## src/cca_pkg.sv

```systemverilog
package cca_pkg;
  // Busy-function selections (two-bit select field)
  localparam logic [1:0] FN_ED_ONLY = 2'h0;
  localparam logic [1:0] FN_SENSE = 2'h1;
  localparam logic [1:0] FN_ED_AND = 2'h2;
  localparam logic [1:0] FN_ED_OR = 2'h3;

  // Register byte offsets
  localparam logic [7:0] OFS_FUNC = 8'h24;
  localparam logic [7:0] OFS_POL = 8'h04;
  localparam logic [7:0] OFS_SAMPLE = 8'h2C;
  localparam logic [7:0] OFS_THRESH = 8'h98;
  localparam logic [7:0] OFS_SQUELCH = 8'hC0;
  localparam logic [7:0] OFS_QUAL = 8'h40;
  localparam logic [7:0] OFS_STATUS = 8'h44;
  localparam logic [7:0] OFS_FLOOR = 8'h48;

  // Field positions
  localparam int FUNC_LSB = 5;
  localparam int POL_BIT = 2;
  localparam int SAMPLE_BIT = 3;
  localparam int THR_MODE_BIT = 8;
  localparam int SQUELCH_BIT = 0;

  // Reset values
  localparam logic [31:0] RST_FUNC = 32'h0000_0000;
  localparam logic [31:0] RST_THRESH = 32'h0000_0020;
  localparam logic [31:0] RST_QUAL = 32'h0000_0010;

  // Timing, in ns, and cycle counts at 100 MHz
  localparam int CLK_NS = 10;
  localparam int DWELL_NS = 10000;
  localparam int SQ_EARLY_NS = 8000;
  localparam int SQ_LATE_NS = 9000;
  localparam int FLOOR_INIT_NS = 50000;
  localparam int SYMBOL_NS = 1000;
  localparam int DWELL_CYC = DWELL_NS / CLK_NS;
  localparam int SQ_EVAL_CYC = (SQ_EARLY_NS + CLK_NS - 1) / CLK_NS;
  localparam int SQ_LATE_CYC = SQ_LATE_NS / CLK_NS;
  localparam int FLOOR_INIT_CYC = FLOOR_INIT_NS / CLK_NS;
  localparam int SYMBOL_CYC = SYMBOL_NS / CLK_NS;

  // Gain loop constants and the noise floor window depth
  localparam int LNA_DB = 30;
  localparam logic [6:0] GAIN_MAX = 7'h7F;
  localparam logic [6:0] LNA_ON_LVL = 7'h70;
  localparam logic [6:0] LNA_OFF_LVL = 7'h60;
  localparam int BIG_STEP = 8;
  localparam int SMALL_STEP = 1;
  localparam int FLOOR_DEPTH = 256;
endpackage

```

## src/cca_core.sv

```systemverilog
`timescale 1ns/1ps
module cca_core #(
  parameter int FLOOR_INIT = cca_pkg::FLOOR_INIT_CYC,
  parameter int DEPTH = cca_pkg::FLOOR_DEPTH
) (
  input wire logic aclk,
  input wire logic aresetn,
  input wire logic receive_path_enable,
  input wire logic antenna_sel,
  input wire logic [6:0] adc_level,
  input wire logic [7:0] sat_percent,
  input wire logic [6:0] lock_window,
  input wire logic [6:0] drift_limit,
  input wire logic [6:0] rf_power,
  input wire logic pn_detect,
  input wire logic [7:0] peak_sidelobe,
  input wire logic psk_present,
  input wire logic demod_data_ready,
  input wire logic [31:0] s_axi_awaddr,
  input wire logic s_axi_awvalid,
  output logic s_axi_awready,
  input wire logic [31:0] s_axi_wdata,
  input wire logic [3:0] s_axi_wstrb,
  input wire logic s_axi_wvalid,
  output logic s_axi_wready,
  output logic [1:0] s_axi_bresp,
  output logic s_axi_bvalid,
  input wire logic s_axi_bready,
  input wire logic [31:0] s_axi_araddr,
  input wire logic s_axi_arvalid,
  output logic s_axi_arready,
  output logic [31:0] s_axi_rdata,
  output logic [1:0] s_axi_rresp,
  output logic s_axi_rvalid,
  input wire logic s_axi_rready,
  output logic channel_busy,
  output logic [6:0] rx_gain,
  output logic lna_enable,
  output logic acquire,
  output logic tracking,
  output logic pn_search
);

  typedef enum logic [1:0] {CCA_IDLE, CCA_SEARCH, CCA_ACQ, CCA_TRACK} cca_phase_t;

  typedef struct packed {
    logic [31:0] func;
    logic [31:0] pol;
    logic [31:0] sample;
    logic [31:0] thresh;
    logic [31:0] squelch;
    logic [31:0] qual;
    logic aw_got;
    logic w_got;
    logic [7:0] aw_addr;
    logic [31:0] w_data;
    logic [3:0] w_strb;
    logic bvalid;
    logic [1:0] bresp;
    logic rvalid;
    logic [31:0] rdata;
    logic [1:0] rresp;
    logic [6:0] gain;
    logic lna_on;
    logic locked;
    logic [6:0] lock_level;
    logic seen_unlock;
    logic sense;
    logic quality;
    logic sq_prev;
    logic [15:0] dwell_cnt;
    logic locked_dwell;
    cca_phase_t phase;
    logic [6:0] floor0;
    logic [6:0] floor1;
    logic [6:0] run_min;
    logic [8:0] fill_cnt;
    logic [15:0] init_cnt;
    logic floor_valid;
    logic [7:0] sym_cnt;
    logic busy_smp;
    logic busy_out;
  } cca_state_t;

  cca_state_t s_q;
  cca_state_t s_d;
  logic [6:0] floor_mem [DEPTH];
  logic [7:0] mem_wp_q;
  logic [6:0] strength;
  logic [6:0] cur_floor;
  logic [7:0] ed_limit;
  logic ed_flag;
  logic busy_raw;
  logic [1:0] fsel;

  ////////////////////////////////////////////////////////////////////
  // Strength and energy detect
  // Strength is how far gain came down, plus the LNA 30 dB when off
  always_comb begin
    strength = 7'(cca_pkg::GAIN_MAX - s_q.gain);
    if (!s_q.lna_on) begin
      strength = 7'(strength + 7'(cca_pkg::LNA_DB));
    end
    cur_floor = antenna_sel ? s_q.floor1 : s_q.floor0;
    if (s_q.thresh[cca_pkg::THR_MODE_BIT]) begin
      ed_limit = 8'(cur_floor) + 8'(s_q.thresh[6:0]);
    end else begin
      ed_limit = 8'(s_q.thresh[6:0]);
    end
    ed_flag = 8'(strength) > ed_limit;
    fsel = s_q.func[cca_pkg::FUNC_LSB +: 2];
    unique case (fsel)
      cca_pkg::FN_ED_ONLY: busy_raw = ed_flag;
      cca_pkg::FN_SENSE: busy_raw = s_q.sense | s_q.quality;
      cca_pkg::FN_ED_AND: busy_raw = ed_flag & (s_q.sense | s_q.quality);
      cca_pkg::FN_ED_OR: busy_raw = ed_flag | s_q.sense | s_q.quality;
    endcase
  end

  ////////////////////////////////////////////////////////////////////
  // Noise floor sample store, kept across receive enable drops
  always_ff @(posedge aclk) begin
    if (!aresetn) begin
      mem_wp_q <= 8'h00;
    end else if (!psk_present && receive_path_enable) begin
      floor_mem[mem_wp_q] <= strength;
      mem_wp_q <= mem_wp_q + 8'h01;
    end
  end

  ////////////////////////////////////////////////////////////////////
  // Next state
  always_comb begin
    logic [6:0] diff;
    logic eval;
    logic wr_fire;
    diff = 7'h00;
    eval = 1'b0;
    wr_fire = 1'b0;
    s_d = s_q;
    // Bus: write needs both address and data, taken in either order
    if (s_axi_awvalid && s_axi_awready) begin
      s_d.aw_got = 1'b1;
      s_d.aw_addr = s_axi_awaddr[7:0];
    end
    if (s_axi_wvalid && s_axi_wready) begin
      s_d.w_got = 1'b1;
      s_d.w_data = s_axi_wdata;
      s_d.w_strb = s_axi_wstrb;
    end
    if (s_q.aw_got && s_q.w_got && !s_q.bvalid) begin
      wr_fire = 1'b1;
      s_d.aw_got = 1'b0;
      s_d.w_got = 1'b0;
      s_d.bvalid = 1'b1;
      s_d.bresp = 2'h0;
      unique case (s_q.aw_addr)
        cca_pkg::OFS_FUNC: s_d.func = s_q.w_data;
        cca_pkg::OFS_POL: s_d.pol = s_q.w_data;
        cca_pkg::OFS_SAMPLE: s_d.sample = s_q.w_data;
        cca_pkg::OFS_THRESH: s_d.thresh = s_q.w_data;
        cca_pkg::OFS_SQUELCH: s_d.squelch = s_q.w_data;
        cca_pkg::OFS_QUAL: s_d.qual = s_q.w_data;
        default: s_d.bresp = 2'h2;
      endcase
    end
    if (s_q.bvalid && s_axi_bready) begin
      s_d.bvalid = 1'b0;
    end
    if (s_axi_arvalid && s_axi_arready) begin
      s_d.rvalid = 1'b1;
      s_d.rresp = 2'h0;
      unique case (s_axi_araddr[7:0])
        cca_pkg::OFS_FUNC: s_d.rdata = s_q.func;
        cca_pkg::OFS_POL: s_d.rdata = s_q.pol;
        cca_pkg::OFS_SAMPLE: s_d.rdata = s_q.sample;
        cca_pkg::OFS_THRESH: s_d.rdata = s_q.thresh;
        cca_pkg::OFS_SQUELCH: s_d.rdata = s_q.squelch;
        cca_pkg::OFS_QUAL: s_d.rdata = s_q.qual;
        cca_pkg::OFS_STATUS: s_d.rdata = {22'h0, s_q.gain, ed_flag, s_q.sense, s_q.quality};
        cca_pkg::OFS_FLOOR: s_d.rdata = {15'h0, s_q.floor_valid, 1'b0, s_q.floor1, 1'b0, s_q.floor0};
        default: begin
          s_d.rdata = 32'h0000_0000;
          s_d.rresp = 2'h2;
        end
      endcase
    end else if (s_q.rvalid && s_axi_rready) begin
      s_d.rvalid = 1'b0;
    end
    if (wr_fire && s_q.w_strb != 4'hF && s_q.aw_addr != 8'hFF) begin
      s_d.bresp = s_d.bresp; // Partial strobes still write the full word
    end

    if (!receive_path_enable) begin
      // Receive off: gain back to high, learned floors untouched
      s_d.gain = cca_pkg::GAIN_MAX;
      s_d.lna_on = 1'b1;
      s_d.locked = 1'b0;
      s_d.seen_unlock = 1'b0;
      s_d.sense = 1'b0;
      s_d.quality = 1'b0;
      s_d.sq_prev = 1'b0;
      s_d.dwell_cnt = 16'h0000;
      s_d.locked_dwell = 1'b0;
      s_d.phase = CCA_IDLE;
    end else begin
      // Gain loop
      if (!s_q.locked) begin
        if (sat_percent > 8'h40 && s_q.gain > 7'(cca_pkg::BIG_STEP)) begin
          s_d.gain = 7'(s_q.gain - 7'(cca_pkg::BIG_STEP));
        end else if (sat_percent != 8'h00 && s_q.gain != 7'h00) begin
          s_d.gain = 7'(s_q.gain - 7'(cca_pkg::SMALL_STEP));
        end else if (adc_level <= lock_window) begin
          s_d.locked = 1'b1;
          s_d.lock_level = adc_level;
          if (s_q.seen_unlock) begin
            s_d.phase = CCA_SEARCH;
          end
        end
      end else begin
        diff = adc_level > s_q.lock_level ? 7'(adc_level - s_q.lock_level)
                                          : 7'(s_q.lock_level - adc_level);
        if (diff > drift_limit) begin
          s_d.locked = 1'b0;
          s_d.seen_unlock = 1'b1;
          s_d.sense = 1'b1;
          s_d.locked_dwell = 1'b0;
        end
      end
      // LNA switch with hysteresis
      if (s_q.lna_on && rf_power > cca_pkg::LNA_ON_LVL) begin
        s_d.lna_on = 1'b0;
      end else if (!s_q.lna_on && rf_power < cca_pkg::LNA_OFF_LVL) begin
        s_d.lna_on = 1'b1;
      end
      // Dwell timer and quality evaluation
      if (s_q.dwell_cnt == 16'(cca_pkg::DWELL_CYC - 1)) begin
        s_d.dwell_cnt = 16'h0000;
        s_d.locked_dwell = s_d.locked;
      end else begin
        s_d.dwell_cnt = 16'(s_q.dwell_cnt + 16'h0001);
      end
      // No evaluation in an unlock cycle, so a fresh sense set wins over the clear
      eval = s_q.dwell_cnt == 16'(cca_pkg::SQ_EVAL_CYC) && s_q.locked_dwell && s_q.locked
             && s_d.locked;
      if (eval) begin
        s_d.quality = pn_detect && (peak_sidelobe > s_q.qual[7:0]);
        s_d.sq_prev = s_d.quality;
        if (s_q.sense) begin
          s_d.sense = s_d.quality ? s_q.sense : 1'b0;
          if (s_d.quality) begin
            s_d.phase = CCA_TRACK;
          end
        end else if (s_d.quality && s_q.sq_prev) begin
          s_d.phase = CCA_TRACK;
        end
      end
      if (s_q.phase == CCA_SEARCH && pn_detect && s_q.locked) begin
        if (!(s_q.squelch[cca_pkg::SQUELCH_BIT] && !ed_flag)) begin
          s_d.phase = CCA_ACQ;
        end
      end
      if (s_q.phase == CCA_TRACK && s_q.sense && s_q.quality) begin
        s_d.sense = 1'b1; // Busy held while tracking
      end
    end

    // Noise floor learning, only while receiving with no PSK present;
    // the forced gain of a disabled receiver would spoil the floors
    if (!psk_present && receive_path_enable) begin
      if (strength < s_q.run_min) begin
        s_d.run_min = strength;
      end
      s_d.fill_cnt = 9'(s_q.fill_cnt + 9'h001);
      if (s_q.fill_cnt == 9'(DEPTH - 1)) begin
        s_d.fill_cnt = 9'h000;
        s_d.run_min = 7'h7F;
        if (antenna_sel) begin
          s_d.floor1 = strength < s_q.run_min ? strength : s_q.run_min;
        end else begin
          s_d.floor0 = strength < s_q.run_min ? strength : s_q.run_min;
        end
      end
    end
    // Early floor from running minimum
    if (!s_q.floor_valid && receive_path_enable) begin
      s_d.init_cnt = 16'(s_q.init_cnt + 16'h0001);
      if (s_q.init_cnt == 16'(FLOOR_INIT - 1)) begin
        s_d.floor_valid = 1'b1;
        s_d.floor0 = s_q.run_min;
        s_d.floor1 = s_q.run_min;
      end
    end

    // Sampled mode: busy moves only on symbol ticks
    if (s_q.sym_cnt == 8'(cca_pkg::SYMBOL_CYC - 1)) begin
      s_d.sym_cnt = 8'h00;
      s_d.busy_smp = busy_raw;
    end else begin
      s_d.sym_cnt = 8'(s_q.sym_cnt + 8'h01);
    end
    s_d.busy_out = (s_q.sample[cca_pkg::SAMPLE_BIT] ? s_d.busy_smp : busy_raw)
                   ^ s_q.pol[cca_pkg::POL_BIT];
  end

  ////////////////////////////////////////////////////////////////////
  // State register; floors survive enable drops, cleared only on reset
  always_ff @(posedge aclk) begin
    if (!aresetn) begin
      s_q <= '0;
      s_q.func <= cca_pkg::RST_FUNC;
      s_q.thresh <= cca_pkg::RST_THRESH;
      s_q.qual <= cca_pkg::RST_QUAL;
      s_q.gain <= cca_pkg::GAIN_MAX;
      s_q.lna_on <= 1'b1;
      s_q.run_min <= 7'h7F;
      s_q.phase <= CCA_IDLE;
    end else begin
      s_q <= s_d;
    end
  end

  ////////////////////////////////////////////////////////////////////
  // Outputs
  // No new write is taken while a response waits
  assign s_axi_awready = !s_q.aw_got && !s_q.bvalid;
  assign s_axi_wready = !s_q.w_got && !s_q.bvalid;
  assign s_axi_bvalid = s_q.bvalid;
  assign s_axi_bresp = s_q.bresp;
  assign s_axi_arready = !s_q.rvalid;
  assign s_axi_rvalid = s_q.rvalid;
  assign s_axi_rdata = s_q.rdata;
  assign s_axi_rresp = s_q.rresp;
  assign channel_busy = s_q.busy_out;
  assign rx_gain = s_q.gain;
  assign lna_enable = s_q.lna_on;
  assign acquire = s_q.phase == CCA_ACQ;
  assign tracking = s_q.phase == CCA_TRACK;
  assign pn_search = s_q.phase == CCA_SEARCH;

endmodule

```

## config.mk

```make
export PLATFORM = sky130hd
export DESIGN_NAME = cca_core
export DESIGN_NICKNAME = d
export VERILOG_FILES = /design/src/cca_pkg.sv /design/src/cca_core.sv
export SDC_FILE = /design/constraint.sdc
export NUM_CORES = 1
export LEC_CHECK = 0
export BUFFER_PORTS_ARGS = -buffer_cell sky130_fd_sc_hd__buf_2
export CAP_MARGIN = 5
export CORE_AREA = 10 10 275 145
export CTS_BUF_LIST = sky130_fd_sc_hd__clkbuf_4 sky130_fd_sc_hd__clkbuf_8
export CTS_CLUSTER_SIZE = 28
export DETAILED_ROUTE_END_ITERATION = 10
export DIE_AREA = 0 0 285 155
export GPL_TIMING_DRIVEN = 0
export PLACE_DENSITY = 0.79
export SLEW_MARGIN = 20
export SYNTH_ARGS = -nofsm -noshare
export SYNTH_HDL_FRONTEND = slang
export SYNTH_SLANG_ARGS = --single-unit
```

## constraint.sdc

```tcl
create_clock -name aclk -period 8.1 [get_ports aclk]
set_input_delay 1.62 -clock aclk [delete_from_list [all_inputs] [get_ports aclk]]
set_output_delay 1.62 -clock aclk [all_outputs]
set_load 0.01 [all_outputs]
```

==> results.sh <==
export IMPL_arrival_ns=6.24
export IMPL_wl_um=64100
export IMPL_final_util=0.563
export IMPL_grt_pass1_vias=16500
export IMPL_crit_path_start_kind="input pin"
export IMPL_wl_per_cell_um=22.0
export IMPL_numPortBuffers=149
export IMPL_synth_seq_cells=365
export IMPL_cts_hold_buf=0
export IMPL_h_tree_depth=2
export IMPL_synthCells=2181
export IMPL_p_leak_nw=7.82
export IMPL_syn2layout_area_growth_pct=14.2
export IMPL_status="finished, final reports clean"
export IMPL_place_area_mm2=0.0187
export IMPL_ys_types=84
export IMPL_min_path_type="reg2reg"
export IMPL_yosysTopAreaCell="dfxtp_1"
export IMPL_vdd_ir_drop_worst_mv=0.130
export IMPL_finClkSkew_ns=0.0203
export IMPL_cap_viol_max_count=0
export IMPL_ff_latch_area_mm2=0.00731
export IMPL_core_rowCount=49
export IMPL_cts_root_buf="clkbuf_8"
export IMPL_worstPathRequired_ns=8.65
export IMPL_finalSetupViolCount=0
export IMPL_grt_pass1_wl_um=95800
export IMPL_synth_edf_count=0
export IMPL_rsz0062_at_grt="no"
export IMPL_period_needed_ns=5.70
export IMPL_dr_first_iter_drc_count=2585
export IMPL_drive_above_1_share=0.150
export IMPL_gp_congestion=1.04
export IMPL_cts_tree="built"
export IMPL_pin_count=209
export IMPL_antenna_found_initial=2
export IMPL_yosys_top_cells_count="nand2_1, dfxtp_1, a21oi_1"
export IMPL_end_kind="flip-flop"
export IMPL_die_y_um=155
export IMPL_fin_ws_ns=2.40
export IMPL_die_area_mm2=0.0442
export IMPL_grt_max_degree=15
export IMPL_fin_nets=2612
export IMPL_max_freq_ghz=0.176
export IMPL_critPathMaxFanout=10
export IMPL_ant_nets=0
export IMPL_synth_top_area_frac=0.420
export IMPL_viasPerCell=6.03
export IMPL_cts_resized=0
export IMPL_finalHoldViolations=0
export IMPL_ys_warn_count=0
export IMPL_netlist_top_cells_area="dfxtp_1, nand2_1, a21oi_1, ha_1, nor2_1"
export IMPL_ys_seq_area_frac=0.420
export IMPL_dp_slack_ns=1.93
export IMPL_initial_utilization=0.493
export IMPL_fin_tns_setup_ns=0
export IMPL_insertion_delay_ns=0.64
export IMPL_postCtsSetupBuffers=0
export IMPL_vias=17600
export IMPL_cts_made_buffers=52
export IMPL_fin_area_mm2=0.0199
export IMPL_syn_avg_cell_area_um2=7.98
export IMPL_period_share=0.703
export IMPL_synth_area_mm2=0.0174
export IMPL_firstDrtPassIters=10
export IMPL_multiInputGateArea_mm2=0.00891
export IMPL_drv_slew=0
export IMPL_worst_pin_slew_ns=1.17
export IMPL_hpwl_um=47900
export IMPL_ctsLongestPathBuffers=3
export IMPL_clock_sinks=365
export IMPL_total_power_mw=3.76
export IMPL_nFillCells=3258
export IMPL_core_area_mm2=0.0353
export IMPL_power_density_mw_per_mm2=190
export IMPL_grt_ovfl_total=0
export IMPL_critical_path_class="in2reg"
export IMPL_clk_pin_slew_worst_paths_ns=0.07
export IMPL_drc=0
export IMPL_grt_usage=0.275
export IMPL_relSlewSlack=0.212
export IMPL_synthFlopType="dfxtp_1"
export IMPL_synth_most_common_cell="nand2_1"
export IMPL_synthArstFlopShare=0
export IMPL_die_x_um=285
[layer usage]
layer  GRT usage  share of wire  vias up
met5      0.0170         0.0014        -
met4      0.0724          0.026        2
met3       0.120           0.17      181
met2       0.366           0.38     1224
met1       0.389           0.42     8300
li1            -              -     7849
[cells by family after synthesis]
kind of cell | synth area share
AND/OR/NAND/NOR | 0.219
multiplexers | 0.0260
AO/OA/AOI/OAI | 0.184
buffers and inverters | 0.0676
flip-flops | 0.420
other | 0.000216
adder cells (fa/ha/maj) | 0.0530
XOR/XNOR | 0.0297
[cell usage in the layout, fill, tap and decap left out, drive strengths merged, types with 9 or more instances in the layout]
cell,instances
inv,65
a31oi,18
a221oi,14
nor2b,12
or2,9
nand2,567
nand4,26
dfxtp,365
nand2b,12
buf,234
clkinv,9
xnor2,26
nor2,114
ha,68
clkbuf,179
a222oi,21
nor3,12
mux2,10
nor4,13
and3,17
and2,10
mux2i,34
a21oi,306
a22oi,42
o21ai,37
xor2,33
nand3,55
a21o,17
[critical path: stages]
cell and delay (ns):
buf_2 0.09, clkbuf_1 0.51, mux2_2 0.41, ha_1 0.23, fa_1 0.41, a21o_1 0.17, a21o_1 0.19, a21o_1 0.18
a21oi_1 0.16, xnor2_1 0.14, mux2i_1 0.11, ha_1 0.32, nand3_1 0.10, o22ai_1 0.08, nor4_1 0.75, a22o_1 0.40
mux2i_1 0.15, mux2i_1 0.22
[where the power goes]
group	leakage (nW)	internal, mW	switching, mW
sequential	2.95	1.82	0.0503
combinational	4.27	0.109	0.209
clock	0.599	0.815	0.758
total	7.82	2.75	1.02
[state kept, by name, indices dropped and copies added (netlist names)]
signal	count
channel_busy	1
fsel	2
lna_enable	1
rx_gain	7
s_axi_bresp	1
s_axi_bvalid	1
s_axi_rdata	32
s_axi_rresp	1
s_axi_rvalid	1
s_q	318
[per-stage QoR]
step | hold WS, ns | std cells
2_1_floorplan | 0.430 | 2182
3_3_place_gp | 0.438 | 2815
3_5_place_dp | 0.443 | 2815
4_1_cts | 0.453 | 2910
5_1_grt | 0.472 | 2911
6_report | 0.454 | 2911
[final cells by class]
class,count,share of cell area
Antenna cell,1,0.000126
Buffer,182,0.0473
Clock buffer,83,0.0522
Clock inverter,12,0.00365
Inverter,63,0.0119
Multi-Input combinational cell,1572,0.449
Sequential cell,365,0.368
Tap cell,484,0.0305
Timing Repair Buffer,149,0.0375
[worst paths after layout]
kind	from	endpoint	slack, ns	cells past startpoint
hold / removal	s_axi_rdata[9]$_SDFFE_PN0P_	s_axi_rdata[9]$_SDFFE_PN0P_	0.45	2
hold reg to reg	s_axi_rdata[9]$_SDFFE_PN0P_	s_axi_rdata[9]$_SDFFE_PN0P_	0.45	2
setup reg to reg	s_q[50]$_SDFF_PN0_	channel_busy$_SDFF_PN0_	3.79	16
setup / recovery	antenna_sel	channel_busy$_SDFF_PN0_	2.40	18
(Power assumes the default switching activity.)
